<file path="src/core/irm_defines.vh">
// constants for the infrared carrier modulator output block
`ifndef IRM_DEFINES_VH
`define IRM_DEFINES_VH

// ****************************************
// register word indices, decoded from address bits 4:2
// ****************************************
`define IRM_OFF_MSC      4'h0
`define IRM_OFF_OC       4'h1
`define IRM_OFF_CPRI     4'h2
`define IRM_OFF_CSEC     4'h3
`define IRM_OFF_MARK     4'h4
`define IRM_OFF_SPACE    4'h5
`define IRM_OFF_STAT     4'h6
`define IRM_OFF_NONE     4'hF

// ****************************************
// field positions
// ****************************************
`define IRM_MSC_MODULATOR_ENABLE    0
`define IRM_MSC_BASE     1
`define IRM_MSC_FSK      2
`define IRM_MSC_EXSP     3
`define IRM_MSC_DIV_LO   4
`define IRM_MSC_DIV_HI   5
`define IRM_MSC_EOCIE    6
`define IRM_MSC_EOCF     7
`define IRM_OC_LATCH     0
`define IRM_OC_PINEN     1

// ****************************************
// reset values and codes
// ****************************************
`define IRM_RST_MSC      8'h00
`define IRM_RST_OC       2'h0
`define IRM_RST_CNT8     8'h01
`define IRM_RST_CNT16    16'h0001
`define IRM_CNT_START    8'h01
`define IRM_RESP_OKAY    2'h0
`define IRM_RESP_SLVERR  2'h2
`define IRM_ONE17        17'h00001

`endif

</file>
<file path="src/core/irm_carrier_gen.v">
// carrier generator: 8-bit high/low time counter with primary and secondary count sets
`timescale 1ns/100ps
`default_nettype none
`include "irm_defines.vh"

module irm_carrier_gen
(
	input  wire       clk,
	input  wire       rst,
	input  wire       tick,
	input  wire       run,
	input  wire       base,
	input  wire       fsk,
	input  wire       swap,
	input  wire [7:0] hi_pri,
	input  wire [7:0] lo_pri,
	input  wire [7:0] hi_sec,
	input  wire [7:0] lo_sec,
	output reg        carrier
);

	reg  [7:0] cnt;
	reg        use_sec;
	wire [7:0] cmp;

	// compare value follows phase and active set
	assign cmp = carrier ? (use_sec ? hi_sec : hi_pri) : (use_sec ? lo_sec : lo_pri);

	always @(posedge clk or posedge rst)
	begin
		if (rst)
		begin
			cnt     <= `IRM_RST_CNT8;
			carrier <= 1'b1;
			use_sec <= 1'b0;
		end
		else if (!run || base)
		begin
			// baseband keeps the carrier high; counting stays idle
			cnt     <= `IRM_CNT_START;
			carrier <= 1'b1;
			use_sec <= 1'b0;
		end
		else
		begin
			if (fsk && swap)
				use_sec <= ~use_sec;
			if (tick)
			begin
				if (cnt == cmp)
				begin
					cnt     <= `IRM_CNT_START;
					carrier <= ~carrier;
				end
				else
					cnt <= cnt + 8'h01;
			end
		end
	end

endmodule // irm_carrier_gen
`default_nettype wire

</file>
<file path="src/core/irm_modulator.v">
// modulator: 17-bit down counter timing mark, then space, with underflow detection
`timescale 1ns/100ps
`default_nettype none
`include "irm_defines.vh"

module irm_modulator
(
	input  wire        clk,
	input  wire        rst,
	input  wire        tick,
	input  wire        run,
	input  wire [15:0] mark,
	input  wire [15:0] space,
	output wire        gate,
	output reg         eoc
);

	reg [16:0] cnt;

	// sign bit clear means the mark is still running
	assign gate = run & ~cnt[16];

	always @(posedge clk or posedge rst)
	begin
		if (rst)
		begin
			cnt <= {1'b0, `IRM_RST_CNT16};
			eoc <= 1'b0;
		end
		else
		begin
			eoc <= 1'b0;
			if (!run)
				cnt <= {1'b0, mark};
			else if (tick)
			begin
				if (cnt[16] && (~cnt[15:0] == space))
				begin
					cnt <= {1'b0, mark};
					eoc <= 1'b1;
				end
				else
					cnt <= cnt - `IRM_ONE17;
			end
		end
	end

endmodule // irm_modulator
`default_nettype wire

</file>
<file path="src/core/irm_top.v">
// infrared carrier modulator: AXI4-Lite registers, prescaler and output pin control
//
// The implementer's own choices: the placing of the registers and register access over AXI4-Lite.
`timescale 1ns/100ps
`default_nettype none
`include "irm_defines.vh"

module irm_top
(
	input  wire        clk,
	input  wire        rst,
	input  wire [31:0] s_axi_awaddr,
	input  wire        s_axi_awvalid,
	output reg         s_axi_awready,
	input  wire [31:0] s_axi_wdata,
	input  wire [3:0]  s_axi_wstrb,
	input  wire        s_axi_wvalid,
	output reg         s_axi_wready,
	output reg  [1:0]  s_axi_bresp,
	output reg         s_axi_bvalid,
	input  wire        s_axi_bready,
	input  wire [31:0] s_axi_araddr,
	input  wire        s_axi_arvalid,
	output reg         s_axi_arready,
	output reg  [31:0] s_axi_rdata,
	output reg  [1:0]  s_axi_rresp,
	output reg         s_axi_rvalid,
	input  wire        s_axi_rready,
	output reg         infrared_out_pin_o,
	output reg         infrared_out_pin_oe,
	output reg         eoc_irq
);

	// ****************************************
	// address decode
	// ****************************************
	function [3:0] reg_sel;
		input [31:0] addr;
		begin
			if (addr[1:0] != 2'h0 || addr[31:5] != 27'h0)
				reg_sel = `IRM_OFF_NONE;
			else if (addr[4:2] == 3'h0)
				reg_sel = `IRM_OFF_MSC;
			else if (addr[4:2] == 3'h1)
				reg_sel = `IRM_OFF_OC;
			else if (addr[4:2] == 3'h2)
				reg_sel = `IRM_OFF_CPRI;
			else if (addr[4:2] == 3'h3)
				reg_sel = `IRM_OFF_CSEC;
			else if (addr[4:2] == 3'h4)
				reg_sel = `IRM_OFF_MARK;
			else if (addr[4:2] == 3'h5)
				reg_sel = `IRM_OFF_SPACE;
			else if (addr[4:2] == 3'h6)
				reg_sel = `IRM_OFF_STAT;
			else
				reg_sel = `IRM_OFF_NONE;
		end
	endfunction

	// ****************************************
	// registers
	// ****************************************
	reg  [7:0]  msc;
	reg  [1:0]  oc;
	reg  [15:0] cpri;
	reg  [15:0] csec;
	reg  [15:0] mark;
	reg  [15:0] space;
	reg  [2:0]  pre_cnt;
	reg         tick;

	wire        mod_en   = msc[`IRM_MSC_MODULATOR_ENABLE];
	wire        base     = msc[`IRM_MSC_BASE];
	wire        fsk      = msc[`IRM_MSC_FSK];
	wire        ext_sp   = msc[`IRM_MSC_EXSP];
	wire [1:0]  div_sel  = msc[`IRM_MSC_DIV_HI:`IRM_MSC_DIV_LO];
	wire        carrier;
	wire        gate;
	wire        eoc;

	wire        wr_go    = s_axi_awvalid & s_axi_wvalid & ~s_axi_awready & ~s_axi_bvalid;
	wire        rd_go    = s_axi_arvalid & ~s_axi_arready & ~s_axi_rvalid;
	wire [3:0]  wsel     = reg_sel(s_axi_awaddr);
	wire [3:0]  rsel     = reg_sel(s_axi_araddr);
	wire        clr_eocf = wr_go && wsel == `IRM_OFF_MSC && s_axi_wstrb[0] && s_axi_wdata[`IRM_MSC_EOCF];

	// ****************************************
	// write channel
	// ****************************************
	always @(posedge clk or posedge rst)
	begin
		if (rst)
		begin
			s_axi_awready <= 1'b0;
			s_axi_wready  <= 1'b0;
			s_axi_bvalid  <= 1'b0;
			s_axi_bresp   <= `IRM_RESP_OKAY;
			msc           <= `IRM_RST_MSC;
			oc            <= `IRM_RST_OC;
			cpri          <= {`IRM_RST_CNT8, `IRM_RST_CNT8};
			csec          <= {`IRM_RST_CNT8, `IRM_RST_CNT8};
			mark          <= `IRM_RST_CNT16;
			space         <= `IRM_RST_CNT16;
		end
		else
		begin
			s_axi_awready <= wr_go;
			s_axi_wready  <= wr_go;
			if (s_axi_bvalid && s_axi_bready)
				s_axi_bvalid <= 1'b0;
			if (wr_go)
			begin
				s_axi_bvalid <= 1'b1;
				s_axi_bresp  <= (wsel == `IRM_OFF_NONE) ? `IRM_RESP_SLVERR : `IRM_RESP_OKAY;
				if (wsel == `IRM_OFF_MSC && s_axi_wstrb[0])
					msc[`IRM_MSC_EOCIE:0] <= s_axi_wdata[`IRM_MSC_EOCIE:0];
				else if (wsel == `IRM_OFF_OC && s_axi_wstrb[0])
					oc <= s_axi_wdata[1:0];
				else if (wsel == `IRM_OFF_CPRI)
				begin
					if (s_axi_wstrb[0])
						cpri[7:0] <= s_axi_wdata[7:0];
					if (s_axi_wstrb[1])
						cpri[15:8] <= s_axi_wdata[15:8];
				end
				else if (wsel == `IRM_OFF_CSEC)
				begin
					if (s_axi_wstrb[0])
						csec[7:0] <= s_axi_wdata[7:0];
					if (s_axi_wstrb[1])
						csec[15:8] <= s_axi_wdata[15:8];
				end
				else if (wsel == `IRM_OFF_MARK)
				begin
					if (s_axi_wstrb[0])
						mark[7:0] <= s_axi_wdata[7:0];
					if (s_axi_wstrb[1])
						mark[15:8] <= s_axi_wdata[15:8];
				end
				else if (wsel == `IRM_OFF_SPACE)
				begin
					if (s_axi_wstrb[0])
						space[7:0] <= s_axi_wdata[7:0];
					if (s_axi_wstrb[1])
						space[15:8] <= s_axi_wdata[15:8];
				end
			end
			// end-of-cycle flag: a new event beats a same-cycle clear
			if (eoc)
				msc[`IRM_MSC_EOCF] <= 1'b1;
			else if (clr_eocf)
				msc[`IRM_MSC_EOCF] <= 1'b0;
		end
	end

	// ****************************************
	// read channel
	// ****************************************
	always @(posedge clk or posedge rst)
	begin
		if (rst)
		begin
			s_axi_arready <= 1'b0;
			s_axi_rvalid  <= 1'b0;
			s_axi_rdata   <= 32'h00000000;
			s_axi_rresp   <= `IRM_RESP_OKAY;
		end
		else
		begin
			s_axi_arready <= rd_go;
			if (s_axi_rvalid && s_axi_rready)
				s_axi_rvalid <= 1'b0;
			if (rd_go)
			begin
				s_axi_rvalid <= 1'b1;
				s_axi_rresp  <= `IRM_RESP_OKAY;
				if (rsel == `IRM_OFF_MSC)
					s_axi_rdata <= {24'h000000, msc};
				else if (rsel == `IRM_OFF_OC)
					s_axi_rdata <= {30'h00000000, oc};
				else if (rsel == `IRM_OFF_CPRI)
					s_axi_rdata <= {16'h0000, cpri};
				else if (rsel == `IRM_OFF_CSEC)
					s_axi_rdata <= {16'h0000, csec};
				else if (rsel == `IRM_OFF_MARK)
					s_axi_rdata <= {16'h0000, mark};
				else if (rsel == `IRM_OFF_SPACE)
					s_axi_rdata <= {16'h0000, space};
				else if (rsel == `IRM_OFF_STAT)
					s_axi_rdata <= {29'h00000000, infrared_out_pin_o, carrier, gate};
				else
				begin
					s_axi_rdata <= 32'h00000000;
					s_axi_rresp <= `IRM_RESP_SLVERR;
				end
			end
		end
	end

	// ****************************************
	// prescaler
	// ****************************************
	// one tick per 1, 2, 4 or 8 clocks, shared by both counters
	wire [2:0] div_mask = (div_sel == 2'h0) ? 3'h0 :
	                      (div_sel == 2'h1) ? 3'h1 :
	                      (div_sel == 2'h2) ? 3'h3 : 3'h7;

	always @(posedge clk or posedge rst)
	begin
		if (rst)
		begin
			pre_cnt <= 3'h0;
			tick    <= 1'b0;
		end
		else if (!mod_en)
		begin
			pre_cnt <= 3'h0;
			tick    <= 1'b0;
		end
		else
		begin
			pre_cnt <= pre_cnt + 3'h1;
			tick    <= ((pre_cnt & div_mask) == div_mask);
		end
	end

	// ****************************************
	// carrier and modulator
	// ****************************************
	irm_carrier_gen u_carrier
	(
		.clk     (clk),
		.rst     (rst),
		.tick    (tick),
		.run     (mod_en),
		.base    (base),
		.fsk     (fsk),
		.swap    (eoc),
		.hi_pri  (cpri[7:0]),
		.lo_pri  (cpri[15:8]),
		.hi_sec  (csec[7:0]),
		.lo_sec  (csec[15:8]),
		.carrier (carrier)
	);

	irm_modulator u_mod
	(
		.clk   (clk),
		.rst   (rst),
		.tick  (tick),
		.run   (mod_en),
		.mark  (mark),
		.space (space),
		.gate  (gate),
		.eoc   (eoc)
	);

	// ****************************************
	// transmitter output
	// ****************************************
	// extended space closes the gate whatever the carrier mode
	wire mod_out = gate & carrier & ~ext_sp;

	always @(posedge clk or posedge rst)
	begin
		if (rst)
		begin
			infrared_out_pin_o  <= 1'b0;
			infrared_out_pin_oe <= 1'b0;
			eoc_irq             <= 1'b0;
		end
		else
		begin
			infrared_out_pin_oe <= oc[`IRM_OC_PINEN];
			if (!oc[`IRM_OC_PINEN])
				infrared_out_pin_o <= 1'b0;
			else if (mod_en)
				infrared_out_pin_o <= mod_out;
			else
				infrared_out_pin_o <= oc[`IRM_OC_LATCH];
			eoc_irq <= msc[`IRM_MSC_EOCF] & msc[`IRM_MSC_EOCIE];
		end
	end

endmodule // irm_top
`default_nettype wire

</file>
<file path="config.mk">
export PLATFORM = sky130hd
export DESIGN_NAME = irm_top
export DESIGN_NICKNAME = d
export VERILOG_FILES = /design/src/core/irm_carrier_gen.v /design/src/core/irm_modulator.v /design/src/core/irm_top.v
export VERILOG_INCLUDE_DIRS = /design/src /design/src/core
export SDC_FILE = /design/constraint.sdc
export NUM_CORES = 1
export LEC_CHECK = 0
export BUFFER_PORTS_ARGS = -buffer_cell sky130_fd_sc_hd__buf_2
export CAP_MARGIN = 20
export CORE_ASPECT_RATIO = 1.2
export CORE_UTILIZATION = 59
export DETAILED_ROUTE_END_ITERATION = 7
export GPL_TIMING_DRIVEN = 0
export HOLD_SLACK_MARGIN = 0.08
export PLACE_DENSITY = 0.93
export SYNTH_ARGS = -nofsm -noshare
export SYNTH_HDL_FRONTEND = slang
export SYNTH_SLANG_ARGS = --single-unit
</file>
<file path="constraint.sdc">
create_clock -name clk -period 8.8 [get_ports clk]
set_input_delay 0 -clock clk [delete_from_list [all_inputs] [get_ports clk]]
set_output_delay 0 -clock clk [all_outputs]
set_load 0.05 [all_outputs]
</file>
# Word-level counts from Yosys, hierarchy flattened

Index checks and enable logic that the tools add are counted.

Register bits: 149
Input bits: 107

$add $sub $neg: 3
Eq/ne operators: 30
Muxes and demuxes: 61
Bitwise logic cells: 24
Reductions and logical operators: 39

Operators with widths:

| cell                                                                   | number |
|---|---|
| 16-bit 2-to-1 mux                                                      | 6 |
| 4-bit 2-to-1 mux                                                       | 16 |
| 27-bit nonzero test                                                    | 2 |
| 17-bit 2-to-1 mux                                                      | 3 |
| 8-bit 2-to-1 mux                                                       | 6 |
| 4-bit by 3-bit equality test with 1-bit output (second input constant) | 5 |
| 3-bit equality test (second input constant)                            | 6 |
| 1-bit 2-to-1 mux                                                       | 17 |
| 17-bit by 1-bit subtractor with 17-bit output (second input constant)  | 1 |
| 16-bit equality test                                                   | 1 |
| 4-bit by 2-bit equality test with 1-bit output (second input constant) | 4 |
| 2-bit 2-to-1 mux                                                       | 8 |
| 16-bit inverter                                                        | 1 |
| 8-bit AND reduction                                                    | 2 |
| 2-bit nonzero test                                                     | 8 |
| 3-bit 2-to-1 mux                                                       | 5 |
| 7-bit AND reduction                                                    | 2 |
| 1-bit inverter                                                         | 13 |
| 3-bit by 2-bit equality test with 1-bit output (second input constant) | 4 |
| 6-bit AND reduction                                                    | 2 |
| 5-bit AND reduction                                                    | 2 |
| 1-bit AND                                                              | 9 |
| 1-bit logical AND                                                      | 9 |
| 8-bit by 1-bit adder with 8-bit output (second input constant)         | 1 |
| other kinds (17)                                                       | 24 |

# Longest topological paths before layout

Gate-level depths: netlist (run 1).

Word-level depth: 17
Gate-level depth with buffers: 8
Depth with buffers taken out: 8

# Hierarchy

A second synthesis (run 1) with hierarchy kept.

Cells, all modules: 632
Area total of the unflattened synthesis: 7206.9 um^2

Modules (own cells, without submodules):

| module          | times used | cells an instance | area each (um^2) | sequential area each (um^2) |
|---|---|---|---|---|
| irm_top         | 1          | 402               | 5001.0           | 2585.0 |
| irm_modulator   | 1          | 154               | 1337.5           | 451.7 |
| irm_carrier_gen | 1          | 76                | 868.3            | 252.7 |

# Least setup slack after synthesis (run 1)

Ideal clock, no wire load.

Kind: reg2reg
Start: reg u_carrier.carrier
End: reg u_carrier.cnt[2]
Library setup time: 121 ps
Arrival time: 2153 ps
Data required time: 8679 ps
Slack: 6526 ps
Stages on the path, launching flop included: 8
Buffers on the path: 1
Clock period less this slack: 2274 ps
Path through: dfstp_2 > buf_2 > mux4_2 > xnor2_1 > nand4_1 > o21ai_2 > nor2_1 > a22o_1

Cells in the longest elaborated chain, start to end: 5

Ends and longest elaborated chain:

| item                   | line                 | source |
|---|---|---|
| from (decl)            | irm_carrier_gen.v:19 | `output reg carrier` |
| from (signal assigned) | irm_carrier_gen.v:53 | `carrier <= ~carrier;` |
| 8-bit 2-to-1 mux       | irm_carrier_gen.v:27 | `assign cmp = carrier ? (use_sec ? hi_sec : hi_pri) : (use_sec ? lo_sec : lo_pri);` |
| 8-bit equality test    | irm_carrier_gen.v:50 | `if (cnt == cmp)` |
| 8-bit 2-to-1 mux       | irm_carrier_gen.v:50 |  |
| 8-bit 2-to-1 mux       | irm_carrier_gen.v:48 | `if (tick)` |
| 8-bit 2-to-1 mux       | irm_carrier_gen.v:37 | `else if (!run \|\| base)` |
| to (signal assigned)   | irm_carrier_gen.v:40 | `` cnt <= `IRM_CNT_START; `` |
| to (signal assigned)   | irm_carrier_gen.v:52 | `` cnt <= `IRM_CNT_START; `` |
| to (signal assigned)   | irm_carrier_gen.v:56 | `cnt <= cnt + 8'h01;` |
| to (decl)              | irm_carrier_gen.v:22 | `reg [7:0] cnt;` |

Every way passes these cells. The select of a mux whose other input is x is not followed.
A chain may end at the register's enable or synchronous reset.

# Final worst setup path (run 1)

Start: reg s_axi_bvalid
End: reg msc[5]

Cells in the longest elaborated chain, start to end: 3

Ends and longest elaborated chain:

| item                            | line          | source |
|---|---|---|
| from (decl)                     | irm_top.v:20  | `output reg s_axi_bvalid,` |
| from (signal assigned)          | irm_top.v:97  | `s_axi_bvalid <= 1'b0;` |
| from (signal assigned)          | irm_top.v:111 | `s_axi_bvalid <= 1'b0;` |
| from (signal assigned)          | irm_top.v:114 | `s_axi_bvalid <= 1'b1;` |
| 1-bit inverter                  | irm_top.v:82  | `wire wr_go = s_axi_awvalid & s_axi_wvalid & ~s_axi_awready & ~s_axi_bvalid;` |
| 1-bit AND                       | irm_top.v:82  |  |
| net wr_go                       | irm_top.v:82  |  |
| 2-bit AND reduction (no line)   | -             |  |
| to (signal assigned)            | irm_top.v:99  | `` msc <= `IRM_RST_MSC; `` |
| to (signal, indexed assignment) | irm_top.v:117 | `` msc[`IRM_MSC_EOCIE:0] <= s_axi_wdata[`IRM_MSC_EOCIE:0]; `` |
| to (decl)                       | irm_top.v:64  | `reg [7:0] msc;` |

The timed path passes the listed nets, and every way through them passes these cells.

==> flow_summary.toml, run 1 <==
[layout]
drive_above_1_share = 0.323
layout.nets = 896
n_antenna_cell = 0
syn_to_final_growth_pct = 25.4
layout_commonest_cell = "dfrtp_1"
post-route-util = 0.758
mostFrequentLayoutCells = "dfrtp_1, buf_2, mux2_2"

[global_routing]
overflow = 0
grt_max_degree = 89
grt_pass1_vias = 6839
antenna_found_initial = 0
grtUsageTotal = 0.451
grt_pass1_wl_um = 39400

[place]
numPortBuffers = 111
hpwl_um = 15200
post-place-ws_ns = 6.18
gp_congestion = 0.965

[synthesis]
synth_area_um2 = 6960
synth_seq_cells = 131
ys.flop_type = "dfrtp_1"
syn_inst = 609
synth_warnings = 0
ys_types = 73
synth.yosys.seq_area_share = 0.473
syn_avg_cell_area_um2 = 11.4
synthArstFlopShare = 1.00
synth-edff-count = 0

[drt]
vias = 6745
wl_met3_um = 3430
ant_nets = 0
drt_iter0_drc = 956
via_per_inst = 7.06
first_pass_iters = 8
drt-met1-wl_um = 7960
drc = 2
wl_per_cell_um = 27.1
met2_length_um = 11700
drt-total-wl_um = 25900
top_layer_used = "met4"

[clocking]
clk_pin_slew_worst_paths_ns = 0.06
worstSkewPairLatency_ns = 0.43
cts_sinks = 131
post-cts-setup-buffer-count = 0
cts_buffers = 17
cts_tree = "done"
h-tree-depth = 4
clk_root_buffer_cell = "clkbuf_16"
cts_resized = 0
cts_buffer_depth = 2

[floorplan]
initial_core_util = 0.604
rows = 43
io_pins = 151
die_w_um = 101
core-area_um2 = 11500
die_y_um = 121
die_area_um2 = 12200

[run]
cap_viol_max_count = 0

[pwr]
peakVddDrop_mv = 0.144
leakagePower_uw = 0.00420
powerDensity_nw_per_um2 = 172

[status]
status = "finished, violations left"
violations = "design-rule violations"

[sta]
finalHoldViolCount = 0
totalNegativeSetupSlack_ns = 0
rsz0062_at_grt = "false"
finClkSkew_ns = 0.00660
period_needed_ns = 3.97
relSlewSlack = 0.389
finalSetupViolCount = 0
period_share = 0.451
fmax_mhz = 252
finalMaxSlewViolations = 0
worst_slack_ns = 4.83
tightest_slew_ns = 0.912

[worst_setup_path]
crit_path_start_kind = "register"
slowest_stage = "nor4b_4"
crit_arrival_ns = 4.34
cp_cell_sequence = "nor4bb_1, dlygate4sd3_1, buf_2, nand3b_1, nor4b_4, nand2_1, dlygate4sd3_1, o21ai_1, dlygate4sd3_1"
worstPathRequired_ns = 9.17
endpoint_kind = "register"
worstPathMaxFanout = 10
max_stage_delay_ns = 0.76
critical_path_class = "reg2reg"
cp_common_cell = "dlygate4sd3_1"

[min_path]
hold_path_class = "in2reg"
## metal layers
metal	vias to the layer above	track usage
li1	2570	-
met1	3145	0.503
met2	762	0.685
met3	268	0.156
met4	0	0.388
met5	-	0
## where the power goes
group,switching (uW),leakage (uW),internal (uW)
Clock,283,0.000287,480
Sequential,2.37,0.00175,606
Combinational,91.0,0.00216,42.7
Total,376,0.00420,1130
## final cells by class
class                           count  area [um^2]
Clock buffer                       19          443
Sequential cell                   131         3290
Clock inverter                     13          184
Buffer                             43          287
Inverter                           15         61.3
Multi-Input combinational cell    437         3390
Tap cell                          157          196
Fill cell                         638         2790
Timing Repair Buffer              141          873
## flip-flops by register name (all words and copies together), names as in the netlist, 2 cells and up
name,flops
u_carrier.cnt,8
pre_cnt,3
oc,2
space,16
s_axi_rdata,16
mark,16
csec,16
u_mod.cnt,17
cpri,16
msc,8
## synth_stat cells, drive strengths merged (5+ instances only)
master,n,area share
mux4,10,0.032
nor4,19,0.018
xnor2,20,0.025
nor2,50,0.031
nand4,8,0.0072
dfrtp,122,0.44
nand3b,5,0.0054
clkbuf,14,0.010
mux2,72,0.12
a22o,15,0.019
a31oi,10,0.0090
a21oi,22,0.016
nand2,30,0.017
dfstp,9,0.034
nand3,10,0.0072
nor3,12,0.013
buf,29,0.031
o22ai,14,0.013
o21ai,20,0.015
xor2,13,0.016
mux2i,30,0.043
inv,15,0.0081
## logic make-up (layout without fill, tap and decap cells)
kind of cell               after synthesis  count (layout)  synth area share
AOI/OAI and AO/OA                      108             108             0.106
xor gates and xnor gates                33              33            0.0415
adders and majority gates                3               3           0.00540
buffers and inverters                   58             231            0.0493
DFF                                    131             131             0.473
muxes                                  112             112             0.192
other                                    1              18          0.000539
and+or+nand+nor                        163             163             0.133
## through the flow
stage	area, um^2	hold WS [ns]	total power [uW]	cells
after global routing	8720	0.150	1530	956
final	8720	0.125	1500	956
after floorplan	7020	0.0964	690	626
after detailed placement	7810	0.0387	734	895
after CTS	8720	0.0882	1480	956
after global placement	7770	0.179	728	894
## what timing repair did
item                       in CTS  in global routing
setup endpoints to repair       0                  0
hold buffers                   29                  0
hold endpoints to repair      201                  0
## worst max-delay path, delay by kind of cell, from the launching register on
family / cells / cell delay (ns)
buf+inv: 4 / 1.99
compound gates: 1 / 0.08
flops: 1 / 0.40
simple gates: 4 / 1.44
## worst paths after layout
kind / startpoint / end / slack, ns / depth (start not counted)
min: s_axi_araddr[20] / s_axi_rresp[1] / 0.12 / 5
min in group asynchronous: rst / s_axi_rdata[3] / 0.13 / 3
max: s_axi_bvalid / msc[5] / 4.83 / 9
min reg2reg: oc[1] / infrared_out_pin_oe / 0.47 / 0
max reg2reg: s_axi_bvalid / msc[5] / 4.83 / 9
max in group asynchronous: rst / u_carrier.cnt[0] / 7.86 / 4
(Power assumes the default switching activity.)
==> run 2, diff against run 1 <==
--- a/config.mk
+++ b/config.mk
@@ -6,14 +6,15 @@
 export SDC_FILE = /design/constraint.sdc
 export NUM_CORES = 1
 export LEC_CHECK = 0
+export ABC_AREA = 1
 export BUFFER_PORTS_ARGS = -buffer_cell sky130_fd_sc_hd__buf_2
 export CAP_MARGIN = 20
 export CORE_ASPECT_RATIO = 1.2
-export CORE_UTILIZATION = 59
+export CORE_UTILIZATION = 50
 export DETAILED_ROUTE_END_ITERATION = 7
 export GPL_TIMING_DRIVEN = 0
 export HOLD_SLACK_MARGIN = 0.08
-export PLACE_DENSITY = 0.93
+export PLACE_DENSITY = 0.83
 export SYNTH_ARGS = -nofsm -noshare
 export SYNTH_HDL_FRONTEND = slang
 export SYNTH_SLANG_ARGS = --single-unit
==> constraint.sdc (replaced) <==
create_clock -name clk -period 3.3 [get_ports clk]
set_input_delay 0 -clock clk [delete_from_list [all_inputs] [get_ports clk]]
set_output_delay 0 -clock clk [all_outputs]
set_load 0.05 [all_outputs]
==> flow_summary.toml, run 2 <==
[synthesis]
synth_top_family_by_area = "simple AND/OR/NAND/NOR gates"
yosysMostFrequentCell = "nand2_1"
synth_compound_area_frac = 0.178
yosys.area_share.xor_xnor = 0.0268
syn_inst = 925
synthArstFlopShare = 1.00
ys.flop_type = "dfrtp_1"
synth_area_leaders = "dfrtp_1, nand2_1, inv_1, o21ai_2, a21oi_1"
synth_common_cells = "nand2_1, dfrtp_1, inv_1"
synth_seq_cells = 131
synth_simple_gate_area_frac = 0.256
synth_top_area_frac = 0.406
synth_area_um2 = 7520
syn_avg_cell_area_um2 = 8.13
synth_warnings = 0
synth_area_leader_cell = "dfrtp_1"
synth.yosys.seq_area_share = 0.438
ys_types = 51
synth_fa_ha_area_frac = 0.00499
muxShareOfSynthArea = 0
synth-edff-count = 0

[layout]
drive_above_1_share = 0.275
syn_to_final_growth_pct = 24.9
largest_reg_flops = 17
mostFrequentLayoutCells = "nand2_1, buf_2, dfrtp_1"
final_area_um2 = 9390
top_register = "u_mod.cnt"
layout_commonest_cell = "nand2_1"
layout.nets = 1219
n_antenna_cell = 0
fin_cells = 1322

[drt]
vias = 7174
drt-total-wl_um = 22000
first_pass_iters = 6
drt_iter0_drc = 542
drc = 0
wl_per_cell_um = 16.7
ant_nets = 0
via_per_inst = 5.43

[global_routing]
grt_max_degree = 40
antenna_found_initial = 2
grt_pass1_vias = 7093
grt_pass1_wl_um = 35500
grtUsageTotal = 0.300
overflow = 0

[sta]
tightest_slew_ns = 0.768
hold_ws_ns = 0.149
period_needed_ns = 2.74
rsz0062_at_grt = "false"
finalHoldViolCount = 0
period_share = 0.830
finalSetupViolCount = 0
fmax_mhz = 365
finClkSkew_ns = 0.0120
relSlewSlack = 0.485
finalMaxSlewViolations = 0
totalNegativeSetupSlack_ns = 0

[clocking]
h-tree-depth = 4
cts_sinks = 131
cts_buffer_depth = 2
cts_resized = 0
cts_buffers = 17
hold_buffers = 32
post-cts-setup-buffer-count = 0
worstSkewPairLatency_ns = 0.43
clk_pin_slew_worst_paths_ns = 0.07
clk_root_buffer_cell = "clkbuf_16"
cts_tree = "done"

[worst_setup_path]
worstPathMaxFanout = 10
crit_arrival_ns = 3.04
worstPathRequired_ns = 3.60
crit_path_start_kind = "input pin"
endpoint_kind = "register"
critical_path_class = "in2reg"

[place]
numPortBuffers = 113
gp_congestion = 0.940
dpl_cell_area_um2 = 8460
hpwl_um = 15700
dp_cells = 1258

[run]
cap_viol_max_count = 0

[floorplan]
die_w_um = 114
initial_core_util = 0.517
rows = 48
core-area_um2 = 14500
die_area_um2 = 15500
die_y_um = 136
io_pins = 151

[min_path]
hold_path_class = "in2reg"

[status]
status = "complete, no violations"

[pwr]
total_power_uw = 4130
peakVddDrop_mv = 0.277
powerDensity_nw_per_um2 = 440
leakagePower_uw = 0.00469
run 2: area by class of cell:
cell class	instances	area (um^2)
fillers	1194	5140
multi-input cells	660	3570
flip-flops and latches	131	3290
repair buffers	148	946
clock buffers	18	439
inverters	101	383
plain buffers	50	348
well taps	200	250
clock inverters	14	169
run 2: metal layers:
metal  GRT usage  up-vias  routed length [um]
met5           0        -                  13
met1       0.348     3333                8350
met4       0.181        2                1140
met2       0.506      376               10800
li1            -     3378                   -
met3      0.0655       85                1660
run 2: critical path, stage by stage:
cell,delay [ns]
dlygate4sd3_1,0.54
buf_2,0.12
nor2_1,0.06
dlygate4sd3_1,0.56
nand3_2,0.07
dlygate4sd3_1,0.61
nor2_4,0.18
nand2_2,0.10
nor3_2,0.22
nand2_2,0.22
buf_6,0.21
nand2_1,0.09
o21ai_2,0.06
run 2: worst paths after layout:
kind,start,end,slack (ns),cells past startpoint
worst min register to register,s_axi_rdata[13],s_axi_rdata[13],0.47,2
worst max-delay path,s_axi_awaddr[8],mark[7],0.56,13
max in group asynchronous,rst,space[0],2.22,5
worst min-delay path,s_axi_araddr[4],s_axi_rdata[4],0.15,4
min in group asynchronous,rst,s_axi_rdata[11],0.20,3
worst max register to register,s_axi_bvalid,space[7],0.69,12
run 2: through the flow:
step | setup WS [ns] | util
after detailed placement | 1.16 | 0.582
after global routing | 0.418 | 0.646
after CTS | 0.606 | 0.646
final | 0.561 | 0.646
after global placement | 0.855 | 0.578
after floorplan | 1.34 | -
run 2: kinds of logic (layout without fill, tap and decap cells):
family	after synthesis	after routing
compound gates	207	207
xor+xnor	23	23
fa+ha+maj	3	3
buf+inv	151	331
flops	131	131
other cells	1	18
simple gates	409	409
run 2: power breakdown:
part / switching, uW / leakage [uW] / total, uW / internal, uW
Sequential: 17.2 / 0.00169 / 1660 / 1640
Clock: 785 / 0.000296 / 1940 / 1160
Combinational: 362 / 0.00270 / 530 / 168
Total: 1160 / 0.00469 / 4130 / 2970
